--- config.mk ---
export PLATFORM = sky130hd
export DESIGN_NAME = acf_top
export DESIGN_NICKNAME = d
export VERILOG_FILES = /design/src/rtl/acf_pkg.sv /design/src/rtl/acf_sar_clk_div.sv /design/src/rtl/acf_top.sv
export SDC_FILE = /design/constraint.sdc
export NUM_CORES = 1
export LEC_CHECK = 0
export BUFFER_PORTS_ARGS = -buffer_cell sky130_fd_sc_hd__buf_2
export CAP_MARGIN = 25
export CORE_ASPECT_RATIO = 1.75
export CORE_UTILIZATION = 51
export CTS_CLUSTER_DIAMETER = 60
export DETAILED_ROUTE_END_ITERATION = 7
export HOLD_SLACK_MARGIN = 0.03
export PLACE_DENSITY = 0.75
export SKIP_CTS_REPAIR_TIMING = 1
export SLEW_MARGIN = 30
export SYNTH_ARGS = -nofsm -noshare
export SYNTH_HDL_FRONTEND = slang
export SYNTH_SLANG_ARGS = --single-unit
--- constraint.sdc ---
create_clock -name clk -period 2.3 [get_ports clk]
set_input_delay 0.115 -clock clk [delete_from_list [all_inputs] [get_ports clk]]
set_output_delay 0.115 -clock clk [all_outputs]
set_load 0.03 [all_outputs]
--- src/rtl/acf_pkg.sv ---
// Package for the converter configuration and result formatting block.
// Assumes one system clock and the core's special-function-register port.
package acf_pkg;

	// Register offsets in the special-function-register space
	localparam logic [7:0] CFG_ADDR     = 8'hbc;
	localparam logic [7:0] RES_LO_ADDR  = 8'hbd;
	localparam logic [7:0] RES_HI_ADDR  = 8'hbe;

	// Values after reset
	localparam logic [7:0] CFG_RESET    = 8'hf9;
	localparam logic [7:0] RES_LO_RESET = 8'h00;
	localparam logic [7:0] RES_HI_RESET = 8'h00;

	// Field positions in the configuration register
	localparam int DIV_MSB   = 7;
	localparam int DIV_LSB   = 3;
	localparam int LJST_BIT  = 2;
	localparam int EIGHT_BIT = 1;
	localparam int GAIN_BIT  = 0;
	localparam int DIV_W     = 5;

	// Conversion lengths in SAR clock cycles, MSB index and first trial code
	localparam logic [3:0] TEN_BIT_CYCLES   = 4'ha;
	localparam logic [3:0] EIGHT_BIT_CYCLES = 4'h8;
	localparam logic [3:0] MSB_INDEX        = 4'h9;
	localparam logic [9:0] FIRST_TRIAL      = 10'h200;

	typedef struct packed {
		logic [DIV_W-1:0] sar_clock_divider;
		logic             left_justify_select;
		logic             eight_bit_mode_enable;
		logic             input_gain_select;
	} acf_cfg_t;

	typedef struct packed {
		logic [7:0] high_byte;
		logic [7:0] low_byte;
	} acf_result_t;

	typedef enum logic [1:0] {
		ACF_IDLE = 2'b00,
		ACF_CONV = 2'b01,
		ACF_DONE = 2'b10
	} acf_state_t;

endpackage

--- src/rtl/acf_sar_clk_div.sv ---
// SAR conversion clock divider: a one-cycle tick every divisor+1 clocks.
// Assumes a synchronous clear from the sequencer at conversion start.
module acf_sar_clk_div #(
	parameter int DIV_W = 5
) (
	input  wire logic             clk,
	input  wire logic             reset,
	input  wire logic             clear,
	input  wire logic [DIV_W-1:0] divisor,
	output logic                  tick
);

	logic [DIV_W-1:0] count_r;

	always_ff @(posedge clk) begin
		if (reset || clear) begin
			count_r <= '0;
		end else if (count_r >= divisor) begin
			count_r <= '0;
		end else begin
			count_r <= count_r + 1'b1;
		end
	end

	// Divisor zero gives a tick on every clock, the undivided rate
	always_ff @(posedge clk) begin
		if (reset || clear) begin
			tick <= 1'b0;
		end else begin
			tick <= (count_r >= divisor);
		end
	end

endmodule

--- src/rtl/acf_top.sv ---
// Converter configuration, SAR sequencing and result byte formatting.
// Assumes the core's SFR port and a comparator result on the same clock.
//
// Operation
// - Divider bits 7:3, justify 2, eight-bit 1, gain 0
// - SAR clock is system clock over divider+1
// - Justify select chooses right or left alignment
// - Justify select ignored in eight-bit mode
// - Eight-bit enable picks 8 or 10 bit resolution
// - Right justified high byte: zeros, top two bits
// - Left justified high byte: eight most significant bits
// - Right justified low byte: lowest eight bits
// - Left justified low byte: two LSBs, then zeros
// - Eight-bit result goes whole into high byte
// - Eight-bit mode low byte reads zero
// - Result bytes load at completion, unused bits zero
// - Eight-bit conversion takes two fewer SAR cycles
// - Converter works only while enable is set
module acf_top (
	input  wire logic       clk,
	input  wire logic       reset,
	// Special-function-register port
	input  wire logic [7:0] sfr_addr,
	input  wire logic       sfr_wr,
	input  wire logic       sfr_rd,
	input  wire logic [7:0] sfr_wdata,
	output logic      [7:0] sfr_rdata_r,
	// Conversion control
	input  wire logic       converter_enable,
	input  wire logic       start_conv,
	input  wire logic       cmp_ge,
	output logic      [9:0] sar_trial_r,
	output logic            sar_tick_r,
	output logic            busy_r,
	output logic            done_r,
	output logic            gain_one_r,
	output logic            powered_r
);

	acf_pkg::acf_cfg_t    cfg_r;
	acf_pkg::acf_cfg_t    shadow_r;
	acf_pkg::acf_result_t result_r;
	acf_pkg::acf_result_t result_nxt;
	acf_pkg::acf_state_t  state_r;
	acf_pkg::acf_state_t  state_nxt;

	logic [3:0]              bit_r;
	logic [3:0]              last_bit;
	logic [9:0]              code_nxt;
	logic [acf_pkg::DIV_W-1:0] divisor;
	logic                    tick;
	logic                    start_ok;
	logic                    last_tick;

	// Starts are taken only while idle and enabled
	assign start_ok  = (state_r == acf_pkg::ACF_IDLE) && start_conv
		&& converter_enable;
	// Eight-bit stops two bit positions early
	assign last_bit  = acf_pkg::MSB_INDEX + 4'h1 - (shadow_r.eight_bit_mode_enable
		? acf_pkg::EIGHT_BIT_CYCLES : acf_pkg::TEN_BIT_CYCLES);
	// Final comparison of the conversion in progress
	assign last_tick = (state_r == acf_pkg::ACF_CONV) && tick
		&& (bit_r == last_bit);
	// Conversions use the snapshot, idle uses the live setting
	assign divisor   = (state_r == acf_pkg::ACF_CONV)
		? shadow_r.sar_clock_divider : cfg_r.sar_clock_divider;

	// Restarted at each start so the first tick lands divider+1 later
	acf_sar_clk_div #(
		.DIV_W (acf_pkg::DIV_W)
	) u_div (
		.clk     (clk),
		.reset   (reset),
		.clear   (start_ok),
		.divisor (divisor),
		.tick    (tick)
	);

	// Configuration register
	always_ff @(posedge clk) begin
		if (reset) begin
			cfg_r <= acf_pkg::CFG_RESET;
		end else if (sfr_wr && sfr_addr == acf_pkg::CFG_ADDR) begin
			cfg_r <= sfr_wdata;
		end
	end

	// Settings are frozen for the duration of a conversion
	always_ff @(posedge clk) begin
		if (reset) begin
			shadow_r <= acf_pkg::CFG_RESET;
		end else if (start_ok) begin
			shadow_r <= cfg_r;
		end
	end

	// Sequencer
	always_comb begin
		state_nxt = state_r;
		case (state_r)
			acf_pkg::ACF_IDLE: begin
				if (start_ok) begin
					state_nxt = acf_pkg::ACF_CONV;
				end
			end
			acf_pkg::ACF_CONV: begin
				// Dropping the enable abandons the conversion
				if (!converter_enable) begin
					state_nxt = acf_pkg::ACF_IDLE;
				end else if (last_tick) begin
					state_nxt = acf_pkg::ACF_DONE;
				end
			end
			acf_pkg::ACF_DONE: begin
				state_nxt = acf_pkg::ACF_IDLE;
			end
			default: begin
				state_nxt = acf_pkg::ACF_IDLE;
			end
		endcase
	end

	always_ff @(posedge clk) begin
		if (reset) begin
			state_r <= acf_pkg::ACF_IDLE;
		end else begin
			state_r <= state_nxt;
		end
	end

	// Successive approximation: keep or drop the trial bit, then try the next
	always_comb begin
		code_nxt = sar_trial_r;
		if (!cmp_ge) begin
			code_nxt[bit_r] = 1'b0;
		end
		if (bit_r != last_bit) begin
			code_nxt[bit_r - 4'h1] = 1'b1;
		end
	end

	always_ff @(posedge clk) begin
		if (reset) begin
			sar_trial_r <= 10'h000;
			bit_r       <= acf_pkg::MSB_INDEX;
		end else if (start_ok) begin
			sar_trial_r <= acf_pkg::FIRST_TRIAL;
			bit_r       <= acf_pkg::MSB_INDEX;
		end else if (state_r == acf_pkg::ACF_CONV && tick) begin
			sar_trial_r <= code_nxt;
			if (bit_r != last_bit) begin
				bit_r <= bit_r - 4'h1;
			end
		end
	end

	// Result formatting from the final code
	always_comb begin
		if (shadow_r.eight_bit_mode_enable) begin
			result_nxt.high_byte = code_nxt[9:2];
			result_nxt.low_byte  = 8'h00;
		end else if (shadow_r.left_justify_select) begin
			result_nxt.high_byte = code_nxt[9:2];
			result_nxt.low_byte  = {code_nxt[1:0], 6'h00};
		end else begin
			result_nxt.high_byte = {6'h00, code_nxt[9:8]};
			result_nxt.low_byte  = code_nxt[7:0];
		end
	end

	// Completion load wins over a software write in the same cycle
	always_ff @(posedge clk) begin
		if (reset) begin
			result_r <= {acf_pkg::RES_HI_RESET, acf_pkg::RES_LO_RESET};
		end else if (last_tick && converter_enable) begin
			result_r <= result_nxt;
		end else if (sfr_wr && sfr_addr == acf_pkg::RES_HI_ADDR) begin
			result_r.high_byte <= sfr_wdata;
		end else if (sfr_wr && sfr_addr == acf_pkg::RES_LO_ADDR) begin
			result_r.low_byte <= sfr_wdata;
		end
	end

	// Register read, unmapped addresses answer zero
	// Result bytes read back as stored, software writes included
	always_ff @(posedge clk) begin
		if (reset) begin
			sfr_rdata_r <= 8'h00;
		end else if (sfr_rd) begin
			if (sfr_addr == acf_pkg::CFG_ADDR) begin
				sfr_rdata_r <= cfg_r;
			end else if (sfr_addr == acf_pkg::RES_LO_ADDR) begin
				sfr_rdata_r <= result_r.low_byte;
			end else if (sfr_addr == acf_pkg::RES_HI_ADDR) begin
				sfr_rdata_r <= result_r.high_byte;
			end else begin
				sfr_rdata_r <= 8'h00;
			end
		end
	end

	// Status and analog control outputs
	always_ff @(posedge clk) begin
		if (reset) begin
			busy_r     <= 1'b0;
			done_r     <= 1'b0;
			sar_tick_r <= 1'b0;
			powered_r  <= 1'b0;
			gain_one_r <= acf_pkg::CFG_RESET[acf_pkg::GAIN_BIT];
		end else begin
			busy_r     <= (state_nxt == acf_pkg::ACF_CONV);
			done_r     <= last_tick && converter_enable;
			sar_tick_r <= tick && (state_r == acf_pkg::ACF_CONV);
			powered_r  <= converter_enable;
			// Gain is set at the start edge, ahead of the first comparison
			gain_one_r <= start_ok ? cfg_r.input_gain_select
				: shadow_r.input_gain_select;
		end
	end

endmodule

Yosys cells after proc, flatten, opt, wreduce, memory -nomap -nowiden
Cells that the tools add are included.
Word-level totals
  register bits after elaboration: 67
  bits in latches: 0
  bits in writable memories: 0
  memory bits (read-only): 0
  bits of input ports: 23
  output and inout bits: 23
  memories: 0
Operators by class
  add/subtract/negate cells: 3
  $mul: 0
  divide/modulo/power cells: 0
  magnitude comparators: 5
  equal/unequal tests: 8
  shift-type cells: 0
  muxes and demuxes: 24
  bitwise gates (word level): 3
  reductions and logical operators: 19
Operator list (number)
  16-bit 2-to-1 mux: 3
  8-bit 2-to-1 mux: 6
  10-bit 2-to-1 mux: 4
  8-bit equality test (second input constant): 3
  10-bit bitwise AND: 1
  1-bit logical AND: 10
  4-bit by 5-bit less-than comparator with 1-bit output (second input constant): 2
  10-bit NOT: 1
  10-bit OR: 1
  1-bit demux with 4-bit select: 2
  4-bit by 1-bit >= comparator with 1-bit output (second input constant): 2
  2-bit 2-to-1 mux: 4
  2-bit nonzero test: 3
  5-bit by 1-bit adder with 5-bit output (second input constant): 1
  5-bit >= comparator: 1
  5-bit 2-to-1 mux: 1
  2-bit by 1-bit equality test with 1-bit output (second input constant): 2
  4-bit equality test: 1
  4-bit inequality test: 1
  2-bit one-hot mux with 2 select lines: 1
  2-bit AND reduction: 2
  2-bit OR reduction: 2
  4-bit by 1-bit subtractor with 4-bit output (second input constant): 1
  4-bit subtractor (first input constant): 1
  other kinds (4): 6

Longest topological paths before layout
Gate-level depths: netlist of the first run.
  depth after elaboration: 12
  depth in mapped cells: 9
  depth with buffers taken out: 8

By module
Synthesis of the first run repeated with hierarchy kept, for this count alone.
Second synthesis, totals
  cells, all modules: 395
  area, all modules: 3517.1 µm²
Modules (own cells, without submodules)
  acf_top: times used 1, cells each 358, area an instance 3184.3 µm², sequential area each 1221.2 µm²
  acf_sar_clk_div: times used 1, cells each 37, area an instance 332.8 µm², sequential area each 120.1 µm²

Least setup slack after synthesis of the first run
OpenSTA, ideal clock, no wires.
  kind: register to register
  start: reg state_r[1]
  end: reg u_div.tick
  library setup time: 0.115 ns
  arrival time: 2.120 ns
  path slack: 0.065 ns
  stages on the path, launching flop included: 10
  path buffers: 1
  clock period less this slack: 2.235 ns
  cell sequence: dfxtp_1 -> nand2b_1 -> clkbuf_1 -> mux2_2 -> ha_1 -> nand2b_1 -> a21o_1 -> a21oi_1 -> o21ai_0 -> and2_1
Between the ends
  cells in the longest elaborated chain, start to end: 4
Ends and longest elaborated chain
  from (decl): line acf_top.sv:44  | acf_pkg::acf_state_t state_r;
  from (signal assigned): line acf_top.sv:125  | state_r <= acf_pkg::ACF_IDLE;
  from (signal assigned): line acf_top.sv:127  | state_r <= state_nxt;
  branches (longest 4 deep; another with 5-bit >= comparator)
  to (signal assigned): line acf_sar_clk_div.sv:30  | tick <= (count_r >= divisor);
  to (decl): line acf_sar_clk_div.sv:10  | output logic tick
Parallel ways; which one is timed is not known.
A chain may end at the register's enable or synchronous reset.

Final worst setup path of the first run
  start: reg state_r[0]
  end: reg u_div.count_r[4]
Between the ends
  cells in the longest elaborated chain, start to end: 5
Ends and longest elaborated chain
  branches (longest 4 deep; another with 5-bit >= comparator)
  2-bit OR reduction (no line) (*)
  to (signal assigned): line acf_sar_clk_div.sv:21  | count_r <= count_r + 1'b1;
  to (decl): line acf_sar_clk_div.sv:13  | logic [DIV_W-1:0] count_r;
Mark *: on every way between the ends.

==> results of run 1 <==
routing by layer:
layer / track usage [%] / routed length, µm
met5: 0 / 0
met2: 45.0 / 4310
met4: 16.4 / 269
met1: 26.8 / 3100
met3: 4.56 / 312
state kept, by name (all words and copies together) (netlist names):
register       flops
busy_r             1
sar_trial_r       10
sar_tick_r         1
cfg_r              8
sfr_rdata_r        8
u_div.count_r      5
powered_r          1
done_r             1
result_r          16
state_r            2
u_div.tick         1
gain_one_r         1
shadow_r           8
bit_r              4
worst paths after layout:
check                                end  slack [ps]
max          u_div.count_r[4]$_SDFF_PP0_         160
min                cfg_r[5]$_SDFFE_PP1P_          40
max reg2reg  u_div.count_r[4]$_SDFF_PP0_         160
min reg2reg     result_r[4]$_SDFFE_PP0P_         500
Yosys cell counts (all sizes together), types with 2 or more instances:
cell type / instances / area (µm²)
a211o: 12 / 105
nand2b: 4 / 25.0
mux2i: 19 / 190
and2b: 2 / 15.0
ha: 12 / 150
nand2: 26 / 97.6
o31ai: 5 / 37.5
a22oi: 8 / 60.1
o21ai: 25 / 125
nor2b: 13 / 81.3
o211a: 8 / 80.1
inv: 8 / 30.0
a311oi: 4 / 35.0
buf: 8 / 42.5
a211oi: 14 / 105
xnor2: 4 / 42.6
dfxtp: 67 / 1340
xor2: 2 / 17.5
a21oi: 19 / 95.1
or2: 2 / 12.5
nor3: 21 / 116
and3b: 2 / 17.5
o41ai: 5 / 43.8
nand4: 2 / 18.8
nand3: 7 / 40.0
nor2: 44 / 165
a31oi: 4 / 25.0
clkbuf: 15 / 56.3
power breakdown:
group	total, mW	switching (mW)	internal, mW
logic	0.160	0.0940	0.0660
clock network	1.25	0.444	0.807
registers	1.19	0.0112	1.18
final cells by class:
type,instances,area share (%)
well taps,80,2.56
clock inverters,4,2.43
flip-flops and latches,67,34.3
inverters,9,0.864
multi-input cells,272,45.8
repair buffers,65,9.86
clock buffers,12,4.22
stage by stage:
step	utilization, %	area (µm²)	power [mW]
after detailed placement	58.4	3610	1.37
after floorplan	-	3260	1.31
after global routing	63.3	3910	2.68
after global placement	58.4	3610	1.36
after CTS	62.6	3870	2.62
final	63.3	3910	2.60
worst max-delay path, delay by kind of cell, from the launching register on:
kind	cells	cell delay, ps
adder cells (fa/ha/maj)	1	280
AND/OR/NAND/NOR	3	340
flip-flops	1	350
multiplexers	1	330
AO/OA/AOI/OAI	3	700
kinds of logic (layout without fill, tap and decap cells):
logic type               count (synthesis)  after routing
AND/OR/NAND/NOR                        128            128
AO/OA/AOI/OAI                          106            106
flip-flops                              67             67
buffers and inverters                   32             90
multiplexers                            20             20
adder cells (fa/ha/maj)                 12             12
XOR/XNOR                                 6              6
==> results.md, run 1 <==
* DP HPWL at approximately 6 mm
* Tcrit/Tclk final at just over 90%
* Crit path required time at about 2500 ps
* Worst Setup SP: state_r[0]$_SDFF_PP0_
* Vias in the first global route at 2773
* Reg clk slew, reported paths at roughly 70 ps
* Most common cell after layout, fill and taps aside: dfxtp_1
* Post-synth ARST share at 0%
* Nets at between 400 and 500
* Max cap viols at 0
* Root buf cell: clkbuf_8
* Non-filler cells, final at 509
* Post-Synthesis Cell Area at between 3000 and 4000 µm²
* Yosys reg bits at 67
* Clk_skew at between 7 and 8 ps
* CP max FO at 6
* Post-route setup TNS at 0 ps
* Synth Area in XOR/XNOR at 1.84%
* Num CTS Buffers at 9
* Initial DRT Pass Iterations at 5
* Synth Area in Adders at between 4 and 5%
* Post-synth EDFFs at 0
* Most frequent cells in the layout: dfxtp_1 (67), buf_2 (45), nor2_1 (44), nand2_1 (26), o21ai_0 (24)
* Port buffer count at 45
* Grt ovf at 0
* Largest net degree at the start of global routing at 37
* Antenna cells at 0
* Leak at around 1.7 nW
* Clock sink count at between 60 and 70
* Worst VDD drop at between 0.0003 and 0.0004 V
* Post-Route WL at 7.99 mm
* Largest family of logic cells by synthesized area: compound AO/OA/AOI/OAI gates
* Ys Warns at 0
* Routability cong. at 0.975
* Fill count at 532
* Area Overhead vs Synth at 20.0%
* Antenna violations before repair at 0
* Post-route ant nets at 0
* Iteration-0 DRC Markers at between 200 and 250
* Via-per-instance ratio at between 5 and 6
* Htree depth at 3
* Critical Path AT at 2340 ps
* Core ar. at between 6000 and 7000 µm²
* Final Hold Fails at 0
* Status: finished, final reports clean
* Worst r2r src: state_r[0]$_SDFF_PP0_
* Fmax at 467 MHz
* Slowest cell on crit path: o21ai_0
* Worst-Skew Late Latency at approximately 350 ps
* Min-delay src: sfr_wdata[5]
* Hold crit path type: in2reg
* Cell mode on critical path: nand2b_1
* Crit path kind: reg2reg
* Synth Area in Compound Gates at ~22%
* CP cell instances: nand2b_1, mux2_2, ha_1, nand2b_1, a21o_1, a21oi_1, o21ai_0, nor3_1
* Post-synthesis mux area share at under 10%
* Simple-gate share of the synthesized area at 19.7%
* Tightest Pin Transition at roughly 670 ps
* Pwr dens at ~660 nW/µm²
* Syn Nets at 406
* Placement Setup Slack at about 210 ps
* Sequential area share after synthesis at approximately two fifths
* Tmin final at 2140 ps
* Die ar. at between 6000 and 7000 µm²
* Hold WS at roughly 35 ps
* I/O pin total at 46
* Pins Over Slew Limit at 0
* CP endpoint kind: flip-flop
* Register area at between 1000 and 1500 µm²
* Initial Util at a little over half
* R2R cell count at 8
* Hold path depth at 2
* Maximum root-to-sink buffer count at 2
* Post-synth cell types at 43
* Final Setup Violations at 0
* Most used DFF post-synth: dfxtp_1
* First-pass GRT wire length at 13.1 mm
* Vias at between 2000 and 3000
* Die W at ~62 µm
* Gr usage total at between 20% and 30%
* Gate Count Post-Synth at roughly 370
* Crit start category: flip-flop
* Dpl cells at 489
* Share of cells above drive strength 1 at around 20%
* Row count at 38
* Mean Syn Cell Area at 8.78 µm²
* Area of the multi-input gates at about 1800 µm²
* Die H at between 100 and 150 µm
* RSZ-0062 raised after global routing: false
* Avg WL per Cell at 15.7 µm
* CTS tree: yes
* Max-slew headroom at a little over half
* DRC Markers at 0
* Crit path largest cell delay at roughly 530 ps
* Final WS setup at between 150 and 200 ps
(Power assumes the default switching activity.)
==> run 2: changes to the inputs <==
Settings changed: PLACE_DENSITY 0.75 to 0.84.
==> run 2 against run 1 <==
Global-route usage up 0.13 points. Register-to-register slack better by 60 ps. Design area down 1.3%. Largest power group is now sequential cells.
==> results.md, run 2 (synthesis gave the netlist of run 1 again) <==
* Status: finished, final reports clean
* Vias in the first global route at 2826
* Tcrit/Tclk final at 90.6%
* Via-per-instance ratio at a little under 6
* Avg WL per Cell at around 16 µm
* Most common cell after layout, fill and taps aside: dfxtp_1
* Pins Over Slew Limit at 0
* Most frequent cells in the layout: dfxtp_1 (67), buf_2 (45), nor2_1 (44), nand2_1 (26), o21ai_0 (23)
* Max reg flops at 16
* Largest Register: result_r
* Port buffer count at 45
* R2R cell count at 8
* Placed inst area at 3580 µm²
* Sequential share of power at between 40% and 50%
* Max-slew headroom at 47.0%
* Final Setup Violations at 0
* Initial Util at a little over half
* Die W at ~62 µm
* Post-route setup TNS at 0 ps
* Largest net degree at the start of global routing at 42
* Min-delay src: sfr_wdata[0]
* Max cap viols at 0
* CTS tree: yes
* Routability cong. at 0.939
* Crit path kind: reg2reg
* Share of cells above drive strength 1 at between 15 and 20%
* DRC Markers at 0
* Sw frac at 22.7%
* Antenna cells at 0
* Net Sw Power at 0.550 mW
* Clk_skew at ~10 ps
* Tightest Pin Transition at 789 ps
* Core ar. at 6180 µm²
* Die ar. at slightly below 7000 µm²
* Critical Path AT at around 2400 ps
* Initial DRT Pass Iterations at 5
* Worst r2r src: state_r[1]$_SDFF_PP0_
* Die H at approximately 110 µm
* Clock power frac at 44.3%
* Final Hold Fails at 0
* Crit path required time at between 2000 and 3000 ps
* Post-Route WL at 8.30 mm
* Pwr dens at around 630 nW/µm²
* Post-route cell area at 3860 µm²
* I/O pin total at 46
* Fill count at between 500 and 600
* Iteration-0 DRC Markers at roughly 290
* RSZ-0062 raised after global routing: false
* Worst-Skew Late Latency at ~350 ps
* Num CTS Buffers at 9
* Post-route ant nets at 0
* Vias at between 2000 and 3000
* FF-to-FF End: u_div.count_r[4]$_SDFF_PP0_
* Comb power frac at about 6.7%
* Fmax at roughly 480 MHz
* Reg clk slew, reported paths at ~70 ps
* R2R setup slack at approximately 220 ps
* Grt ovf at 0
* Htree depth at 3
* Clock sink count at 67
* Row count at 38
* Int Power at 1.87 mW
* CP endpoint kind: flip-flop
* Crit start category: flip-flop
* Gr usage total at between 20% and 30%
* CP max FO at 6
* Min-Delay Endpoint: cfg_r[0]$_SDFFE_PP1P_
* Biggest regs: result_r: 16 flops, sar_trial_r: 10 flops
* First-pass GRT wire length at between 10 and 15 mm
* Maximum root-to-sink buffer count at 2
* Antenna violations before repair at 0
* DP HPWL at just over 6 mm
* Root buf cell: clkbuf_8
* Worst VDD drop at approximately 0.00047 V
* Area Overhead vs Synth at 18.4%
* Hold path depth at 2
* Nets at approximately 460
* Leak at ~1.6 nW
* Tmin final at 2080 ps
* Hold crit path type: in2reg
-- run 2: changes by cell type in the layout (fill, tap and decap cells not counted) --
| cell | delta |
|---|---|
| clkinv_2 | +1 |
| o21ai_0 | -1 |
| dlygate4sd3_1 | +2 |
| buf_4 | -4 |
| bufinv_16 | -1 |
| clkinvlp_4 | +1 |
| o21ai_2 | +1 |
| clkbuf_8 | -2 |
-- run 2: through the flow --
stage               cells  hold WS (ps)  setup WS [ps]  util, %  power, mW
finish                506          41.1            217     62.4       2.42
global route          506          45.6           27.5     62.4       2.51
CTS                   500         -2.04           90.8     61.4       2.43
detailed placement    485           362            106     57.9       1.37
global placement      485           358            202     57.9       1.36
floorplan             371           233           65.1        -       1.31
-- run 2: per-layer routing --
metal	track usage [%]	part of all wire, %
met5	0	0
met1	26.0	39
met4	17.8	4.6
met3	4.34	4.2
met2	45.9	53
-- run 2: critical path, stage by stage (launching register included) --
cell	delay, ps
dfxtp_1	420
nand2b_1	170
mux2_2	340
ha_1	280
nand2b_1	140
a21o_1	180
a21oi_1	170
o21ai_2	120
nor3_1	190
-- run 2: how the worst max path moves through the flow --
stage | startpoint | endpoint | slack (ps) | cells after the start
final | state_r[1]$_SDFF_PP0_ | u_div.count_r[4]$_SDFF_PP0_ | 220 | 8
after global routing | state_r[1]$_SDFF_PP0_ | u_div.count_r[4]$_SDFF_PP0_ | 30 | 8
after CTS | state_r[1]$_SDFF_PP0_ | u_div.count_r[4]$_SDFF_PP0_ | 90 | 8
after detailed placement | state_r[1]$_SDFF_PP0_ | u_div.tick$_SDFF_PP0_ | 110 | 8
after global placement | state_r[1]$_SDFF_PP0_ | u_div.tick$_SDFF_PP0_ | 200 | 8
after floorplan | state_r[1]$_SDFF_PP0_ | u_div.tick$_SDFF_PP0_ | 70 | 9
-- run 2: area by class of cell --
cell class,count,area [µm²],share of cell area [%]
Timing Repair Buffer,63,375,9.73
Clock buffer,10,138,3.57
Tap cell,80,100,2.59
Clock inverter,5,77.6,2.01
Multi-Input combinational cell,272,1790,46.5
Sequential cell,67,1340,34.8
Inverter,9,33.8,0.875
-- run 2: power by group through the flow --
stage	clock [mW]	sequential (mW)	combinational, mW
floorplan	0	1.22	0.0881
global placement	0	1.21	0.147
detailed placement	0	1.21	0.152
CTS	1.09	1.19	0.152
global route	1.14	1.19	0.176
finish	1.07	1.19	0.163
==> run 3: changes to the inputs <==
Settings changed: CORE_UTILIZATION 51 to 52, GPL_ROUTABILITY_DRIVEN from default to 0, PLACE_DENSITY 0.84 to 0.85, SYNTH_HIERARCHICAL from default to 1.
==> run 3 against run 2 <==
Global-route usage up 1.2 points. Via count up 7.1%. Sequential share of layout area down 2.0 points. Clock power up 26%. Clock skew down 3.0 ps. Area after synthesis up 7.9%. Non-clock buffer count down 11.
==> results.md, run 3 <==
* Post-synth EDFFs at 0
* Max-slew headroom at a little under three fifths
* Tmin final at roughly 2100 ps
* Clk_skew at slightly below 7 ps
* Fill count at between 500 and 600
* Vias at 3204
* First-pass GRT wire length at between 10 and 15 mm
* Die H at ~110 µm
* DRC Markers at 0
* Max cap viols at 0
* Maximum root-to-sink buffer count at 2
* Mean Syn Cell Area at between 8 and 9 µm²
* Gr usage total at 26.6%
* Ranking of synthesized cells by area: dfxtp_1 (38%), ha_1 (4.6%), a21oi_1 (3.7%)
* Die W at 64.2 µm
* Yosys top cell area share at 38.1%
* Largest Register: result_r
* Post-synth ARST share at 0%
* Leak at 1.58 nW
* Post-route ant nets at 0
* Worst r2r src: bit_r[0]$_SDFFE_PP1P_
* Worst-Skew Late Latency at 330 ps
* Die ar. at between 7000 and 8000 µm²
* Vias in the first global route at just over 3000
* Iteration-0 DRC Markers at 219
* CP endpoint kind: flip-flop
* Antenna violations before repair at 0
* Root buf cell: clkbuf_16
* Worst VDD drop at between 0.0003 and 0.0004 V
* Fmax at between 400 and 500 MHz
* Post-route setup TNS at 0 ps
* CTS tree: yes
* Syn Nets at between 400 and 500
* Sequential share of power at between 40% and 50%
* Pins Over Slew Limit at 0
* Biggest regs: result_r: 16 flops, sar_trial_r: 10 flops
* Final Hold Fails at 0
* Most common cell after layout, fill and taps aside: dfxtp_1
* Synth area leader: dfxtp_1
* Area Overhead vs Synth at 16.4%
* Most used DFF post-synth: dfxtp_1
* Largest net degree at the start of global routing at 31
* Post-Synthesis Cell Area at 3520 µm²
* Htree depth at 3
* Sequential area share after synthesis at a little under two fifths
* Num CTS Buffers at 9
* Status: finished, final reports clean
* Cell with the most instances after synthesis: dfxtp_1
* Clock power frac at around half
* Port buffer count at 45
* Crit path required time at roughly 2600 ps
* Reg clk slew, reported paths at roughly 60 ps
* Avg WL per Cell at ~17 µm
* Worst Setup SP: bit_r[0]$_SDFFE_PP1P_
* Tcrit/Tclk final at 89.5%
* Pwr dens at 659 nW/µm²
* Grt ovf at 0
* CP max FO at 10
* DP HPWL at 6.36 mm
* Post-synth cell types at 53
* Crit path kind: reg2reg
* Top post-synthesis cells by count: dfxtp_1 (67), a21oi_1 (26), nor2_1 (23), inv_1 (21), nor2b_1 (19)
* Row count at 39
* Final Power at 2.70 mW
* Crit start category: flip-flop
* RSZ-0062 raised after global routing: false
* Net Sw Power at between 0.5 and 0.6 mW
* Final Setup Violations at 0
* Antenna cells at 0
* Nets at 467
* Max reg flops at 16
* Sw frac at between 20% and 30%
* Via-per-instance ratio at roughly 6.2
* Share of cells above drive strength 1 at a little over 20%
* Ys Warns at 6
* Initial Util at between 50% and 60%
* I/O pin total at 46
* Most frequent cells in the layout: dfxtp_1 (67), buf_2 (45), a21oi_1 (26), nor2_1 (23), inv_1 (21)
* Core ar. at 6540 µm²
* Tightest Pin Transition at 666 ps
* Int Power at 2.11 mW
* Clock sink count at 67
* Hold crit path type: in2reg
* Gate Count Post-Synth at approximately 400
* Post-Route WL at 8.97 mm
* Min-delay src: sfr_wdata[0]
* Yosys reg bits at 67
* Comb power frac at ~5.7%
* Initial DRT Pass Iterations at 5
* Critical Path AT at 2310 ps
==> run 3: changes by cell type after synthesis, moves of 9 or more <==
cell / before / now
nor2_1: 44 / 23
inv_1: 8 / 21
nand3_1: 6 / 15
nor3_1: 20 / 11
==> run 3: power groups by stage <==
stage | Clock (mW) | Combinational, mW | Sequential (mW)
floorplan | 0 | 0.0894 | 1.22
global placement | 0 | 0.147 | 1.21
detailed placement | 0 | 0.151 | 1.21
CTS | 1.38 | 0.152 | 1.19
global route | 1.42 | 0.168 | 1.19
finish | 1.35 | 0.154 | 1.19
==> run 3: cells by family after synthesis <==
kind of cell,count (synthesis),synth area share [%]
xor gates and xnor gates,5,1.46
buffers and inverters,48,5.66
AOI/OAI and AO/OA,117,24.7
DFF,67,38.1
and+or+nand+nor,129,20.7
adders and majority gates,13,4.62
muxes,16,4.73
==> run 3: layout make-up <==
cell class,instances,area [µm²],area share (%)
Clock buffer,14,294,7.18
Clock inverter,1,5.00,0.122
Inverter,21,78.8,1.93
Multi-Input combinational cell,280,1990,48.7
Sequential cell,67,1340,32.8
Tap cell,82,103,2.51
Timing Repair Buffer,52,278,6.78
==> run 3: critical path, stage by stage, from the launching register on <==
cell and delay [ps]:
dfxtp_1 590, inv_1 200, ha_1 280, nor4b_1 170
nand2b_1 190, or3_1 330, a221oi_2 210
==> run 3: layer usage <==
metal | part of all wire, % | vias up | track usage, % | wire length (µm)
met5 | 0 | - | 0 | 0
met1 | 37 | 1501 | 27.1 | 3330
met2 | 52 | 149 | 45.0 | 4670
li1 | - | 1517 | - | -
met3 | 6.1 | 37 | 7.82 | 548
met4 | 4.6 | 0 | 18.7 | 417
==> run 3: metrics by stage <==
stage	util (%)	cells	instance area, µm²	hold slack, ps	setup slack (ps)
finish	62.6	517	4090	38.1	241
global route	62.6	517	4090	38.2	42.1
CTS	62.6	517	4090	18.7	157
detailed placement	58.0	502	3790	367	173
global placement	58.0	502	3790	361	283
floorplan	-	395	3520	233	345
==> run 3: final timing paths <==
path                                                     to  slack [ps]  cells past startpoint
worst min-delay path                  cfg_r[0]$_SDFFE_PP1P_          40                      2
worst max register to register     result_r[0]$_SDFFE_PP0P_         240                      6
worst min register to register  sfr_rdata_r[5]$_SDFFE_PP0P_         460                      2
worst max-delay path               result_r[0]$_SDFFE_PP0P_         240                      6
